File: src/hw/asc_pkg.sv
// package: constants and types of the adc serial command block
package asc_pkg;
  // --------------------------------------------
  // command byte
  // --------------------------------------------
  localparam int OP_LSB = 5;
  localparam int MULTI_BIT = 4;
  localparam logic [2:0] OP_DIRECT_LO = 3'h0;
  localparam logic [2:0] OP_READ_CHAN = 3'h1;
  localparam logic [2:0] OP_READ_REG = 3'h2;
  localparam logic [2:0] OP_WRITE = 3'h3;
  localparam logic [2:0] OP_PULSE = 3'h4;
  localparam logic [2:0] OP_RESERVED = 3'h5;
  localparam logic [2:0] OP_RESET = 3'h6;
  localparam logic [2:0] OP_DIRECT_HI = 3'h7;
  localparam logic [2:0] BYTE_LAST = 3'h7;
  // --------------------------------------------
  // configuration registers, reg 0 in low byte
  // --------------------------------------------
  localparam int NUM_CFG = 9;
  localparam logic [3:0] ID_ADDR = 4'h9;
  localparam logic [71:0] CFG_RESET = 72'h00_FF_00_FF_FF_00_00_83_0A;
  localparam int CFG0_TMO_SEL = 6;
  localparam int CFG0_SCAN_MODE = 5;
  localparam int CFG0_STAT_EN = 1;
  // --------------------------------------------
  // channel data format
  // --------------------------------------------
  localparam int ST_FRESH = 7;
  localparam int ST_OVER = 6;
  localparam int ST_SUPPLY = 5;
  localparam logic [15:0] FS_POS = 16'h7FFF;
  localparam logic [15:0] FS_NEG = 16'h8000;
  localparam logic [4:0] FRAME_LAST_STAT = 5'h17;
  localparam logic [4:0] FRAME_LAST_DATA = 5'h0F;
  localparam logic [4:0] TAG_PAIR0 = 5'h00;
  localparam logic [4:0] TAG_SINGLE0 = 5'h08;
  localparam logic [4:0] TAG_OFFSET = 5'h18;
  localparam logic [4:0] TAG_HOLE = 5'h19;
  localparam logic [4:0] TAG_SUPPLY = 5'h1A;
  localparam logic [4:0] TAG_TEMP = 5'h1B;
  localparam logic [4:0] TAG_GAIN = 5'h1C;
  localparam logic [4:0] TAG_REF = 5'h1D;
  // --------------------------------------------
  // interface timeout in master clocks
  // --------------------------------------------
  localparam logic [12:0] TMO_LONG = 13'h1000;
  localparam logic [12:0] TMO_SHORT = 13'h0100;
  // --------------------------------------------
  // host timing and register map
  // --------------------------------------------
  localparam int CLK_NS = 4;
  localparam int SCLK_PERIOD_NS = 160;
  localparam int HALF_CYC = SCLK_PERIOD_NS / (2 * CLK_NS);
  localparam logic [7:0] HALF_MIN = 8'h06;
  localparam logic [7:0] HR_CTRL = 8'h00;
  localparam logic [7:0] HR_TX = 8'h04;
  localparam logic [7:0] HR_RX = 8'h08;
  localparam logic [7:0] HR_STAT = 8'h0C;
  localparam logic [7:0] HR_HALF = 8'h10;
  localparam int CTRL_GO = 0;
  localparam int CTRL_LEN_LSB = 8;
  localparam logic [2:0] LEN_MAX = 3'h4;
  localparam int STAT_BUSY = 0;
  localparam int STAT_DONE = 1;
  localparam int STAT_READY = 2;
  // --------------------------------------------
  // state types
  // --------------------------------------------
  typedef enum logic [2:0] {
    DS_CMD = 3'h0,
    DS_WRITE = 3'h1,
    DS_DIRECT = 3'h2,
    DS_LOCK = 3'h6,
    DS_DREAD = 3'h4
  } asc_dev_state_t;
  typedef enum logic [2:0] {
    HS_IDLE = 3'h0,
    HS_LOW = 3'h1,
    HS_HIGH = 3'h3,
    HS_END = 3'h2,
    HS_GAP = 3'h6
  } asc_host_state_t;
endpackage : asc_pkg

File: src/hw/asc_spi_if.sv
// interface: serial link between host controller and converter
`timescale 1ns/10ps
interface asc_spi_if;
  logic cs_n;
  logic sclk;
  logic din;
  logic dout;
  logic dout_oe;
  logic dout_line;
  // pulled high while the converter leaves the line
  assign dout_line = dout_oe ? dout : 1'b1;
  modport dev (
    input cs_n,
    input sclk,
    input din,
    output dout,
    output dout_oe
  );
  modport host (
    output cs_n,
    output sclk,
    output din,
    input dout_line
  );
endinterface : asc_spi_if

File: src/hw/asc_dev.sv
// module: converter end, command decoder and channel data formatter
`timescale 1ns/10ps
module asc_dev #(
  // arbitrary identity value
  parameter logic [7:0] ID_VALUE = 8'h5A
) (
  input wire logic clk_sys,
  input wire logic sys_rst,
  asc_spi_if.dev spi,
  input wire logic conv_done,
  input wire logic [15:0] conv_data,
  input wire logic conv_over,
  input wire logic [4:0] conv_tag,
  input wire logic supply_low,
  output logic [71:0] cfg_q,
  output logic pulse_convert_q,
  output logic reset_cmd_q,
  output logic data_ready_n_q
);
  // --------------------------------------------
  // pin synchronisation and edge detection
  // --------------------------------------------
  logic [3:0] pin_s;
  logic cs_s;
  logic sclk_s;
  logic din_s;
  logic supply_s;
  logic sclk_prev_q;
  logic rise;
  logic fall;

  asc_sync #(
    .W(4)
  ) u_sync (
    .clk_sys(clk_sys),
    .sys_rst(sys_rst),
    .d({spi.cs_n, spi.sclk, spi.din, supply_low}),
    .q(pin_s)
  );

  assign cs_s = pin_s[3];
  assign sclk_s = pin_s[2];
  assign din_s = pin_s[1];
  assign supply_s = pin_s[0];

  always_ff @(posedge clk_sys) begin
    if (sys_rst) begin
      sclk_prev_q <= 1'b0;
    end else begin
      sclk_prev_q <= sclk_s;
    end
  end

  assign rise = sclk_s & ~sclk_prev_q;
  assign fall = ~sclk_s & sclk_prev_q;

  // --------------------------------------------
  // interface timeout
  // --------------------------------------------
  logic [12:0] idle_q;
  logic [12:0] tmo_lim;
  logic tmo_hit;
  logic intf_rst;

  assign tmo_lim = cfg_q[asc_pkg::CFG0_TMO_SEL] ?
                   asc_pkg::TMO_SHORT : asc_pkg::TMO_LONG;
  assign tmo_hit = (idle_q == tmo_lim - 13'h1);
  assign intf_rst = cs_s | tmo_hit;

  always_ff @(posedge clk_sys) begin
    if (sys_rst || rise || fall || cs_s) begin
      idle_q <= '0;
    end else if (idle_q != tmo_lim) begin
      idle_q <= idle_q + 13'h1;
    end
  end

  // --------------------------------------------
  // command decode
  // --------------------------------------------
  asc_pkg::asc_dev_state_t state_q;
  logic [4:0] rcnt_q;
  logic [6:0] sh_q;
  logic [3:0] addr_q;
  logic multi_q;
  logic [7:0] rx_byte;
  logic [2:0] op;
  logic byte_done;
  logic in_cmd;
  logic cmd_done;
  logic wr_byte;
  logic direct_hit;
  logic read_go;
  logic reset_go;
  logic rd_start;
  logic [4:0] dir_last;

  assign rx_byte = {sh_q, din_s};
  assign op = rx_byte[7:asc_pkg::OP_LSB];
  assign byte_done = rise && (rcnt_q[2:0] == asc_pkg::BYTE_LAST);
  assign in_cmd = (state_q == asc_pkg::DS_CMD);
  assign cmd_done = in_cmd && byte_done;
  assign wr_byte = (state_q == asc_pkg::DS_WRITE) && byte_done;
  assign direct_hit = in_cmd && rise && (rcnt_q == 5'h02) &&
                      ((rx_byte[2:0] == asc_pkg::OP_DIRECT_LO) ||
                       (rx_byte[2:0] == asc_pkg::OP_DIRECT_HI));
  assign read_go = cmd_done && (op == asc_pkg::OP_READ_CHAN);
  assign reset_go = cmd_done && (op == asc_pkg::OP_RESET);
  assign rd_start = direct_hit | read_go;
  assign dir_last = cfg_q[asc_pkg::CFG0_STAT_EN] ?
                    asc_pkg::FRAME_LAST_STAT : asc_pkg::FRAME_LAST_DATA;

  always_ff @(posedge clk_sys) begin
    if (sys_rst || intf_rst) begin
      state_q <= asc_pkg::DS_CMD;
      rcnt_q <= '0;
      sh_q <= '0;
      addr_q <= '0;
      multi_q <= 1'b0;
    end else if (rise) begin
      sh_q <= rx_byte[6:0];
      rcnt_q <= rcnt_q + 5'h01;
      case (state_q)
        asc_pkg::DS_CMD: begin
          if (direct_hit) begin
            state_q <= asc_pkg::DS_DIRECT;
          end else if (byte_done) begin
            rcnt_q <= '0;
            case (op)
              asc_pkg::OP_WRITE: begin
                state_q <= asc_pkg::DS_WRITE;
                multi_q <= rx_byte[asc_pkg::MULTI_BIT];
                addr_q <= rx_byte[3:0];
              end
              asc_pkg::OP_READ_CHAN: begin
                state_q <= asc_pkg::DS_DREAD;
              end
              asc_pkg::OP_READ_REG: begin
                state_q <= asc_pkg::DS_LOCK;
              end
              default: begin
                state_q <= asc_pkg::DS_CMD;
              end
            endcase
          end
        end
        asc_pkg::DS_WRITE: begin
          if (byte_done) begin
            rcnt_q <= '0;
            if (!multi_q || addr_q >= asc_pkg::ID_ADDR) begin
              state_q <= asc_pkg::DS_CMD;
            end else begin
              addr_q <= addr_q + 4'h1;
            end
          end
        end
        asc_pkg::DS_DIRECT: begin
          if (rcnt_q == dir_last) begin
            state_q <= asc_pkg::DS_LOCK;
          end
        end
        asc_pkg::DS_DREAD: begin
          if (rcnt_q == asc_pkg::FRAME_LAST_STAT) begin
            state_q <= asc_pkg::DS_CMD;
            rcnt_q <= '0;
          end
        end
        asc_pkg::DS_LOCK: begin
          rcnt_q <= '0;
        end
        default: begin
          state_q <= asc_pkg::DS_CMD;
        end
      endcase
    end
  end

  // --------------------------------------------
  // configuration registers
  // --------------------------------------------
  always_ff @(posedge clk_sys) begin
    if (sys_rst || reset_go) begin
      cfg_q <= asc_pkg::CFG_RESET;
    end else if (wr_byte && addr_q < asc_pkg::ID_ADDR) begin
      cfg_q[{addr_q, 3'h0} +: 8] <= rx_byte;
    end
  end

  // --------------------------------------------
  // command pulses
  // --------------------------------------------
  always_ff @(posedge clk_sys) begin
    if (sys_rst) begin
      pulse_convert_q <= 1'b0;
      reset_cmd_q <= 1'b0;
    end else begin
      pulse_convert_q <= cmd_done && (op == asc_pkg::OP_PULSE);
      reset_cmd_q <= reset_go;
    end
  end

  // --------------------------------------------
  // channel data capture
  // --------------------------------------------
  logic [15:0] data_q;
  logic over_q;
  logic [4:0] tag_q;
  logic fresh_q;
  logic [7:0] status;
  logic [23:0] frame_direct;

  // reset command leaves the running conversion alone
  always_ff @(posedge clk_sys) begin
    if (sys_rst) begin
      data_q <= '0;
      over_q <= 1'b0;
      tag_q <= '0;
    end else if (conv_done) begin
      over_q <= conv_over;
      if (conv_over) begin
        data_q <= conv_data[15] ? asc_pkg::FS_NEG : asc_pkg::FS_POS;
      end else begin
        data_q <= conv_data;
      end
      if (cfg_q[asc_pkg::CFG0_SCAN_MODE]) begin
        tag_q <= '0;
      end else begin
        tag_q <= conv_tag;
      end
    end
  end

  // update wins over a read in the same cycle
  always_ff @(posedge clk_sys) begin
    if (sys_rst) begin
      fresh_q <= 1'b0;
      data_ready_n_q <= 1'b1;
    end else if (conv_done) begin
      fresh_q <= 1'b1;
      data_ready_n_q <= 1'b0;
    end else if (rd_start) begin
      fresh_q <= 1'b0;
      data_ready_n_q <= 1'b1;
    end
  end

  assign status = {fresh_q, over_q, supply_s, tag_q};
  assign frame_direct = cfg_q[asc_pkg::CFG0_STAT_EN] ?
                        {status, data_q} : {data_q, 8'h00};

  // --------------------------------------------
  // serial output
  // --------------------------------------------
  logic [23:0] out_q;
  logic skip_q;
  logic dout_oe_q;

  always_ff @(posedge clk_sys) begin
    if (sys_rst) begin
      out_q <= '0;
      skip_q <= 1'b0;
    end else if (read_go) begin
      out_q <= {status, data_q};
      skip_q <= 1'b1;
    end else if (fall) begin
      if (skip_q) begin
        skip_q <= 1'b0;
      end else begin
        out_q <= {out_q[22:0], 1'b0};
      end
    end else if (in_cmd && rcnt_q == 5'h00) begin
      out_q <= frame_direct;
    end
  end

  always_ff @(posedge clk_sys) begin
    if (sys_rst) begin
      dout_oe_q <= 1'b0;
    end else begin
      dout_oe_q <= ~cs_s;
    end
  end

  assign spi.dout = out_q[23];
  assign spi.dout_oe = dout_oe_q;

  // --------------------------------------------
  // parameter check
  // --------------------------------------------
  if (asc_pkg::NUM_CFG * 8 != 72) begin : g_chk
    $error("asc_dev: configuration width mismatch");
  end

  // identity register is read-only and kept outside the writable file
  logic [7:0] id_reg;
  assign id_reg = ID_VALUE;
endmodule : asc_dev

File: src/hw/asc_sync.sv
// module: two-flop synchroniser for signals from outside the domain
`timescale 1ns/10ps
module asc_sync #(
  parameter int W = 1
) (
  input wire logic clk_sys,
  input wire logic sys_rst,
  input wire logic [W-1:0] d,
  output logic [W-1:0] q
);
  logic [W-1:0] meta_q;

  always_ff @(posedge clk_sys) begin
    if (sys_rst) begin
      meta_q <= '0;
      q <= '0;
    end else begin
      meta_q <= d;
      q <= meta_q;
    end
  end

  if (W < 1) begin : g_chk
    $error("asc_sync: width must be positive");
  end
endmodule : asc_sync

File: src/flat_wrapper.sv
// flat-port wrapper written by rule: the top's interface ports become plain ports
module asc_dev_flat 
#(
                             
  parameter logic [7:0] ID_VALUE = 8'h5A
)
  (clk_sys, sys_rst, conv_done, conv_data, conv_over, conv_tag, supply_low, cfg_q, pulse_convert_q, reset_cmd_q, data_ready_n_q, spi_cs_n, spi_sclk, spi_din, spi_dout, spi_dout_oe);
  asc_spi_if spi_i ();
  input wire logic clk_sys;
  input wire logic sys_rst;
  input wire logic conv_done;
  input wire logic [15:0] conv_data;
  input wire logic conv_over;
  input wire logic [4:0] conv_tag;
  input wire logic supply_low;
  output logic [71:0] cfg_q;
  output logic pulse_convert_q;
  output logic reset_cmd_q;
  output logic data_ready_n_q;
  input wire logic [$bits(spi_i.cs_n)-1:0] spi_cs_n;
  input wire logic [$bits(spi_i.sclk)-1:0] spi_sclk;
  input wire logic [$bits(spi_i.din)-1:0] spi_din;
  output wire logic [$bits(spi_i.dout)-1:0] spi_dout;
  output wire logic [$bits(spi_i.dout_oe)-1:0] spi_dout_oe;
  assign spi_i.cs_n = spi_cs_n;
  assign spi_i.sclk = spi_sclk;
  assign spi_i.din = spi_din;
  assign spi_dout = spi_i.dout;
  assign spi_dout_oe = spi_i.dout_oe;
  asc_dev #(.ID_VALUE(ID_VALUE)) u_core (.clk_sys(clk_sys), .sys_rst(sys_rst), .spi(spi_i), .conv_done(conv_done), .conv_data(conv_data), .conv_over(conv_over), .conv_tag(conv_tag), .supply_low(supply_low), .cfg_q(cfg_q), .pulse_convert_q(pulse_convert_q), .reset_cmd_q(reset_cmd_q), .data_ready_n_q(data_ready_n_q));
endmodule
File: config.mk
export PLATFORM = sky130hd
export DESIGN_NAME = asc_dev_flat
export DESIGN_NICKNAME = d
export VERILOG_FILES = /design/src/hw/asc_pkg.sv /design/src/hw/asc_spi_if.sv /design/src/hw/asc_dev.sv /design/src/hw/asc_sync.sv /design/src/flat_wrapper.sv
export SDC_FILE = /design/constraint.sdc
export NUM_CORES = 1
export LEC_CHECK = 0
export BUFFER_PORTS_ARGS = -buffer_cell sky130_fd_sc_hd__buf_4
export CORE_ASPECT_RATIO = 1.4
export CORE_MARGIN = 2
export CORE_UTILIZATION = 35
export CTS_CLUSTER_SIZE = 30
export DETAILED_ROUTE_END_ITERATION = 12
export SETUP_SLACK_MARGIN = 0.5
export SLEW_MARGIN = 30
export SYNTH_ARGS = -nofsm -noshare
export SYNTH_HDL_FRONTEND = slang
export SYNTH_SLANG_ARGS = --single-unit
File: constraint.sdc
create_clock -name clk_sys -period 6.7 [get_ports clk_sys]
set_input_delay 0.335 -clock clk_sys [delete_from_list [all_inputs] [get_ports clk_sys]]
set_output_delay 0.335 -clock clk_sys [all_outputs]
set_load 0.02 [all_outputs]
==> results.toml, run 1 <==
[yosys]
syn_inst = 858
yosysWarnings = 0
muxShareOfSynthArea_pct = 5.20
synth_cell_type_count = 71
synth_top_family_by_area = "simple AND/OR/NAND/NOR gates"
syn_area_mm2 = 0.00731
synth-seq-area-share_pct = 45.4
postSynth.asyncResetShare_pct = 0
yosys_register_bits = 166
synth.avg_cell_area_um2 = 8.53
synth_ff_type = "dfxtp_1"
synth_most_common_cell = "dfxtp_1"
synth_compound_area_share_pct = 15.5
synth_commonest_cells = "dfxtp_1 (166), nor2_1 (119), nand2_1 (95)"
ys_top_cells_by_area = "dfxtp_1 (45%), nor2_1 (6.1%), a21oi_1 (5.5%)"
yosysTopAreaCell = "dfxtp_1"
synth_top_area_share_pct = 45.4
synthAdderAreaFrac_pct = 2.05
synthSimpleGateAreaFrac_pct = 25.8
synth_nets = 899
synth-xor-area-share_pct = 1.56
synth_edf_count = 0

[finish]
fin_nets = 962
drive_gt1_share_pct = 17.2
num_antenna_cells = 0
area_growth_pct = 19.9
utilization_pct = 42.8

[setup_path]
startpoint = "u_core.addr_q[0]"
cp.required_ns = 6.98
reg2reg_slack_ns = 3.25
r2r_end = "u_core.cfg_q[32]"
slowest_delay_ns = 0.75
critPathSlowestCell = "dfxtp_1"
cp.arrival_ns = 3.74
cp_num_buf_inv = 1
worstReg2RegStart = "u_core.addr_q[0]"
reg2reg_depth = 7
cpLargestDelayFamily = "simple AND/OR/NAND/NOR gates"
cp_max_fo = 22
start_kind = "flip-flop"
critPathKind = "reg2reg"
cp_cell_sequence = "inv_1, ha_1, or2_2, a2111oi_4, nor2b_1, mux2i_1, nand2_1"
cp.depth = 7
end_kind = "flip-flop"
setup.worst_path.end = "u_core.cfg_q[32]"

[timing]
setup_viol = 0
fin_crit_ns = 3.45
period_share_pct = 51.5
setup_tns_ns = 0
grt_setup_unrepaired = "no"
maxSlewViolCount = 0
worst_pin_slew_ns = 0.937
max_freq_ghz = 0.290
fin_skew_ns = 0.0118
relSlewSlack_pct = 37.0
hold_violations = 0

[floorplan]
ioPinCount = 106
rows = 62
core-area_mm2 = 0.0205
start_util_pct = 35.7
die_w_um = 126
die_h_um = 175
die_area_mm2 = 0.0221

[cts]
path_clk_slew_ns = 0.07
numClockSinks = 166
clock_latency_ns = 0.43
cts_resized = 0
ctsHoldBuffers = 0
cts_max_path_buffers = 2
cts_made_buffers = 17
tritoncts = "built"
cts_max_level = 4
cts_setup_buffers = 0
cts-root-buf = "clkbuf_16"

[worst_hold_path]
hp-class = "in2reg"
min-delay-start = "spi_sclk"

[global_routing]
grt_pass1_wl_um = 30300
antenna_found_initial = 0
grt_pass1_vias = 5676
grt_max_degree = 64
track_usage_pct = 16.9
gr-total-overflow = 0

[route]
routed_wl_um = 18500
post_drt_wl_per_cell_um = 15.6
vias = 6212
ant_nets = 0
via_per_inst = 5.22
drc = 0
drt_iter0_drc = 308
drtPass1Iterations = 7

[pwr]
p_per_area_mw_per_mm2 = 241
ir_worst_vdd_uv = 174
leakage_nw = 3.56

[place]
gp_congestion = 0.801
io_buffers = 105
dpl.hpwl_um = 12400

[outcome]
status = "completed"

[job]
max-cap-violations = 0
[routing by layer]
| layer | vias up | wire [um] | track usage, % |
|---|---|---|---|
| li1 | 3138 | - | - |
| met1 | 2896 | 8200 | 21.3 |
| met2 | 148 | 9070 | 28.1 |
| met3 | 30 | 815 | 3.31 |
| met4 | 0 | 432 | 6.96 |
| met5 | - | 0 | 0 |
[registers in the layout, summed over array words and instances, names as in the netlist, 5 cells and up]
signal         count
u_core.cfg_q      72
u_core.out_q      24
u_core.data_q     16
u_core.idle_q     13
u_core.sh_q        7
u_core.rcnt_q      5
u_core.tag_q       5
[cells by family after synthesis]
family,after synthesis
adders and majority gates,12
and+or+nand+nor,387
xor gates and xnor gates,13
DFF,166
AOI/OAI and AO/OA,169
buffers and inverters,73
muxes,38
[layout by cell type (no fill, tap or decap), drive strengths merged, types with 3 or more instances in the layout]
| master | instances |
|---|---|
| nand2 | 95 |
| dfxtp | 166 |
| nor4 | 3 |
| nor3 | 39 |
| ha | 12 |
| xnor2 | 7 |
| o21ai | 12 |
| a221oi | 7 |
| nand3 | 51 |
| xor2 | 6 |
| buf | 107 |
| clkinv | 5 |
| o211ai | 8 |
| inv | 17 |
| o221ai | 17 |
| or3 | 4 |
| a211oi | 19 |
| and3b | 3 |
| mux2i | 38 |
| and3 | 3 |
| nand3b | 6 |
| clkbuf | 18 |
| and2 | 4 |
| nand2b | 17 |
| nor2b | 23 |
| nand4 | 5 |
| a21oi | 81 |
| nor2 | 120 |
[area by class of cell]
type	count	area, um^2
multi-input cells	619	3690
flip-flops and latches	166	3320
inverters	10	37.5
clock inverters	14	164
repair buffers	107	803
clock buffers	18	429
fillers	2124	11700
well taps	256	320
[worst min path at each step]
stage	to	slack (ns)	cells after the start
floorplan	u_core.spi.dout_oe	0.39	1
global placement	u_core.u_sync.q[3]	0.42	1
detailed placement	u_core.u_sync.q[3]	0.42	1
CTS	u_core.u_sync.meta_q[2]	0.1	2
global route	u_core.u_sync.meta_q[2]	0.11	2
finish	u_core.u_sync.meta_q[2]	0.12	2
[power by group]
group	internal, mW	total (mW)	leakage [nW]	switching (mW)
clock	0.532	0.980	0.289	0.448
combinational	0.0419	0.102	1.92	0.0606
sequential	1.01	1.03	1.35	0.0175
[metrics by stage]
stage / setup slack, ns / hold slack [ns] / instances / instance area [um^2] / power, mW
after global routing: 2.97 / 0.108 / 1190 / 8770 / 2.19
after CTS: 3.24 / 0.0986 / 1190 / 8760 / 2.13
final: 3.25 / 0.115 / 1190 / 8770 / 2.11
after floorplan: 4.32 / 0.391 / 858 / 7310 / 1.12
after detailed placement: 3.29 / 0.425 / 1158 / 8160 / 1.15
after global placement: 3.36 / 0.422 / 1158 / 8160 / 1.15
(Power assumes the default switching activity.)
==> run 2: changes to the inputs <==
clock period = 3 ns   (was 6.7 ns; I/O delays follow)
==> run 2 against run 1 <==
  * Sequential share of layout area is 1.1 points lower
  * First-iteration DRC count is 10% lower
  * Non-clock buffer count is 30 higher
  * Die area stayed put
  * Via count is 1.4% higher
  * Largest power group unchanged
  * Clock skew is 0.0013 ns lower
  * Largest cell class unchanged
  * Wire length is 1.4% higher
==> results.toml, run 2 (synthesized netlist as in run 1, its figures left out) <==
[setup_path]
end_kind = "flip-flop"
r2r_end = "u_core.cfg_q[35]"
critPathKind = "reg2reg"
start_kind = "flip-flop"
startpoint = "u_core.addr_q[1]"
reg2reg_slack_ns = 0.70
reg2reg_depth = 8
cp.required_ns = 3.33
cp.arrival_ns = 2.62
cp_max_fo = 10
worstReg2RegStart = "u_core.addr_q[1]"

[pwr]
leakage_nw = 3.70
ir_worst_vdd_uv = 413
power_mw = 4.80
p_per_area_mw_per_mm2 = 531

[cts]
cts_max_path_buffers = 2
cts_setup_buffers = 0
tritoncts = "built"
path_clk_slew_ns = 0.07
numClockSinks = 166
cts-root-buf = "clkbuf_16"
cts_made_buffers = 17
cts_max_level = 4
clock_latency_ns = 0.43

[timing]
holdWs_ns = 0.0261
maxSlewViolCount = 0
fin_crit_ns = 2.30
worst_pin_slew_ns = 0.773
layout_setup_ws_ns = 0.703
max_freq_ghz = 0.435
fin_skew_ns = 0.0106
grt_setup_unrepaired = "no"
setup_viol = 0
setup_tns_ns = 0
relSlewSlack_pct = 48.4
period_share_pct = 76.6
hold_violations = 0

[place]
dp.cells = 1178
io_buffers = 105
dpl.hpwl_um = 12700
pre_cts_slack_ns = 0.570
gp_congestion = 0.807

[floorplan]
ioPinCount = 106
die_w_um = 126
rows = 62
die_area_mm2 = 0.0221
die_h_um = 175
start_util_pct = 35.7
core-area_mm2 = 0.0205

[outcome]
status = "completed"

[global_routing]
grt_pass1_vias = 5892
gr-total-overflow = 0
track_usage_pct = 17.0
grt_max_degree = 64
antenna_found_initial = 0
grt_pass1_wl_um = 30500

[worst_hold_path]
min_path_cells = 2
min-delay-start = "spi_din"
whs_endpoint = "u_core.u_sync.meta_q[1]"
hp-class = "in2reg"

[route]
routed_wl_um = 18800
vias = 6297
post_drt_wl_per_cell_um = 15.4
drt_iter0_drc = 276
drc = 0
ant_nets = 0
via_per_inst = 5.16
drtPass1Iterations = 4

[finish]
largest_register_ffs = 72
instances_no_fill = 1220
layout.cells.most_common_list = "dfxtp_1 (165), buf_4 (127), nor2_1 (117), nand2_1 (95), a21oi_1 (80)"
fill_cells = 2111
final_common_cell = "dfxtp_1"
drive_gt1_share_pct = 18.9
multi_input_area_mm2 = 0.00368
top_register = "u_core.cfg_q"
fin_nets = 992
num_antenna_cells = 0
register_area_mm2 = 0.00332
area_growth_pct = 23.5
reg_top3 = "u_core.cfg_q (72), u_core.out_q (24), u_core.data_q (16)"

[job]
max-cap-violations = 0
==> run 2: timing repair <==
item,CTS,global route
gates resized for setup,0,2
endpoints found under the hold margin,10,0
setup endpoints to repair,0,30
hold buffers,10,0
==> run 2: worst max-delay path, stage by stage, from the launching register on <==
cell and delay (ns):
dfxtp_2 0.43, inv_1 0.12, ha_1 0.30, or2_2 0.33, a2111oi_4 0.38, nor2b_1 0.17, buf_4 0.20, mux2i_1 0.20
nand2_1 0.07
==> run 2: worst max-delay path by stage <==
stage / slack [ns] / depth (start not counted) / to
floorplan: 0.62 / 9 / u_core.cfg_q[39]
global placement: 0.63 / 8 / u_core.cfg_q[35]
detailed placement: 0.57 / 8 / u_core.cfg_q[35]
CTS: 0.56 / 8 / u_core.cfg_q[35]
global route: 0.50 / 8 / u_core.cfg_q[39]
finish: 0.70 / 8 / u_core.cfg_q[35]
==> run 2: layout make-up <==
| class | count | share of cell area, % |
|---|---|---|
| Clock inverter | 14 | 2.05 |
| Timing Repair Buffer | 137 | 11.7 |
| Sequential cell | 166 | 36.8 |
| Inverter | 10 | 0.416 |
| Clock buffer | 18 | 4.75 |
| Tap cell | 256 | 3.55 |
| Multi-Input combinational cell | 619 | 40.8 |
==> run 2: metal layers <==
| metal | GRT usage [%] | vias up | part of all wire (%) |
|---|---|---|---|
| met1 | 21.1 | 2952 | 44 |
| met3 | 2.97 | 28 | 3.6 |
| met2 | 29.2 | 133 | 50 |
| met4 | 6.50 | 0 | 2.1 |
| met5 | 0 | - | 0 |
| li1 | - | 3184 | - |
==> run 2: stage by stage <==
| step | instance area (um^2) | utilization (%) |
|---|---|---|
| floorplan | 7310 | - |
| global placement | 8310 | 40.6 |
| detailed placement | 8310 | 40.6 |
| CTS | 9020 | 44.1 |
| global route | 9030 | 44.1 |
| finish | 9030 | 44.1 |
==> run 2: report_power, final <==
part / total (mW) / switching (mW) / leakage, nW / internal, mW
combinational: 0.245 / 0.138 / 2.06 / 0.107
clock: 2.26 / 0.990 / 0.293 / 1.27
sequential: 2.29 / 0.0379 / 1.35 / 2.26
total: 4.80 / 1.17 / 3.70 / 3.63
==> run 3: changes to the inputs <==
ABC_AREA = 1   (was default)
clock period = 2.33 ns   (was 3 ns; I/O delays follow)
==> run 3 against run 2 <==
  * Non-clock buffer count up 41
  * Total power up 27%
  * Highest routed layer unchanged
  * Critical endpoint is now u_core.cfg_q[6]
  * Combinational power up 69%
==> results.toml, run 3 <==
[outcome]
status = "completed"

[timing]
fin_skew_ns = 0.0115
setup_tns_ns = 0
max_freq_ghz = 0.565
fin_crit_ns = 1.77
grt_setup_unrepaired = "yes"
maxSlewViolCount = 0
period_share_pct = 76.0
worst_pin_slew_ns = 0.421
setup_viol = 0
relSlewSlack_pct = 71.9
layout_setup_ws_ns = 0.560
holdWs_ns = 0.0366
hold_violations = 0

[yosys]
synth-seq-area-share_pct = 44.3
synth_edf_count = 0
synth_most_common_cell = "nand2_1"
synth.avg_cell_area_um2 = 7.01
synth_commonest_cells = "nand2_1 (246), dfxtp_1 (166), inv_1 (111)"
synth_ff_type = "dfxtp_1"
ys_top_cells_by_area = "dfxtp_1 (44%), nand2_1 (12%), a21oi_1 (6.7%)"
synth_cell_type_count = 36
syn_area_mm2 = 0.00750
yosysWarnings = 0
yosysTopAreaCell = "dfxtp_1"
postSynth.asyncResetShare_pct = 0
synth_nets = 1111
syn_inst = 1070
yosys_register_bits = 166
synth_top_area_share_pct = 44.3

[setup_path]
cp_cell_sequence = "inv_4, ha_2, nor3_1, nand2_2, clkinv_2, o21ai_0, a21oi_1"
cp_max_fo = 11
reg2reg_slack_ns = 0.56
reg2reg_depth = 7
cp_num_buf_inv = 2
cp.arrival_ns = 2.08
worstReg2RegStart = "u_core.addr_q[1]"
critPathKind = "reg2reg"
r2r_end = "u_core.cfg_q[6]"
end_kind = "flip-flop"
slowest_delay_ns = 0.48
start_kind = "flip-flop"
critPathSlowestCell = "ha_2"
cpLargestDelayFamily = "adder cells"
cp.required_ns = 2.64

[finish]
area_growth_pct = 32.5
drive_gt1_share_pct = 21.0
largest_register_ffs = 72
fin_nets = 1262
layout.cells.most_common_list = "nand2_1 (239), dfxtp_1 (161), buf_4 (143), inv_1 (108), nor2_1 (101)"
top_register = "u_core.cfg_q"
utilization_pct = 47.0
final_common_cell = "nand2_1"
reg_top3 = "u_core.cfg_q (72), u_core.out_q (24), u_core.data_q (16)"
num_antenna_cells = 0

[pwr]
clockPowerShare_pct = 45.0
leakage_nw = 4.38
p_sw_share_pct = 26.0
power_mw = 6.11
ir_worst_vdd_uv = 501
p_sw_mw = 1.59
comb_power_share_pct = 6.8
p_per_area_mw_per_mm2 = 615
share_seq_of_total_power_pct = 48.2
p_int_mw = 4.53

[cts]
clock_latency_ns = 0.44
numClockSinks = 166
cts-root-buf = "clkbuf_16"
cts_made_buffers = 17
tritoncts = "built"
cts_max_level = 4
path_clk_slew_ns = 0.07
cts_max_path_buffers = 2

[global_routing]
grt_pass1_vias = 6815
grt_max_degree = 42
grt_pass1_wl_um = 32400
gr-total-overflow = 0
track_usage_pct = 17.8
antenna_found_initial = 0

[route]
drt_iter0_drc = 341
routed_wl_um = 20700
ant_nets = 0
post_drt_wl_per_cell_um = 13.8
drtPass1Iterations = 5
vias = 7262
drc = 0
via_per_inst = 4.86

[job]
max-cap-violations = 0

[floorplan]
rows = 63
die_w_um = 128
ioPinCount = 106
start_util_pct = 35.5
core-area_mm2 = 0.0211
die_area_mm2 = 0.0226
die_h_um = 177

[worst_hold_path]
hp-class = "in2reg"
min_path_cells = 3
min-delay-start = "conv_data[15]"
whs_endpoint = "u_core.data_q[15]"

[place]
gp_congestion = 0.842
pre_cts_slack_ns = 0.216
io_buffers = 105
dpl.hpwl_um = 14000
-- run 3: changes by cell type in the layout (fill, tap and decap cells not counted), sizes merged, moves of 24 or more --
cell,before,now
o21ai,12,116
buf,127,151
nand3,51,76
mux2i,38,0
inv,17,130
nand2,95,253
-- run 3: metrics by stage --
stage          area [um^2]  cells
2_1_floorplan         7520   1070
4_1_cts               9580   1475
6_report              9930   1494
3_5_place_dp          8590   1412
5_1_grt               9930   1494
3_3_place_gp          8590   1412
-- run 3: worst register-to-register path, cell delays in order (launching register included) --
cell and delay [ns]:
dfxtp_4 0.38, inv_4 0.06, ha_2 0.49, nor3_1 0.12, nand2_2 0.16, clkinv_2 0.16
o21ai_0 0.21, a21oi_1 0.07
-- run 3: cell families after synthesis --
kind of cell / after synthesis / synth area share (%)
compound gates: 229 / 15.9
xor+xnor: 5 / 0.584
fa+ha+maj: 12 / 2.00
buf+inv: 172 / 9.38
flops: 166 / 44.3
simple gates: 486 / 27.8
-- run 3: cell type report --
type,count,area (um^2)
clock buffer,17,425
timing repair buffer,178,1520
multi-input combinational,734,3670
tap,260,325
timing repair inverter,1,8.76
clock inverter,15,159
sequential,166,3340
fill,2107,11200
inverter,123,488
-- run 3: worst max path at each step --
stage	endpoint	start	cells after the start	slack, ns
2_1_floorplan	u_core.cfg_q[14]	u_core.addr_q[0]	8	0.52
3_3_place_gp	u_core.cfg_q[65]	u_core.addr_q[1]	9	0.28
3_5_place_dp	u_core.cfg_q[11]	u_core.rcnt_q[1]	8	0.22
4_1_cts	u_core.cfg_q[65]	u_core.rcnt_q[0]	9	0.51
5_1_grt	u_core.cfg_q[17]	u_core.addr_q[1]	10	0.45
6_report	u_core.cfg_q[6]	u_core.addr_q[1]	7	0.56
-- run 3: routing by layer --
layer / GRT usage [%] / vias to the layer above / share of wire [%]
met5: 0 / - / 0
met4: 8.15 / 0 / 2.4
met3: 3.11 / 28 / 3.3
met2: 32.5 / 169 / 52
met1: 20.0 / 3300 / 42
li1: - / 3765 / -
-- run 3: repair_timing --
action,in CTS,in global routing
hold buffers,25,0
setup buffers,5,14
pin swaps,3,8
setup endpoints to repair,105,113
resized for setup,24,38
gates cloned,1,5
endpoints found under the hold margin,25,0
-- run 3: power groups by stage --
stage	Combinational [mW]	Clock, mW	Sequential, mW
floorplan	0.214	0	3.01
global placement	0.333	0	3.01
CTS	0.384	2.80	2.95
finish	0.415	2.75	2.95
global route	0.467	2.92	2.96
detailed placement	0.335	0	3.01
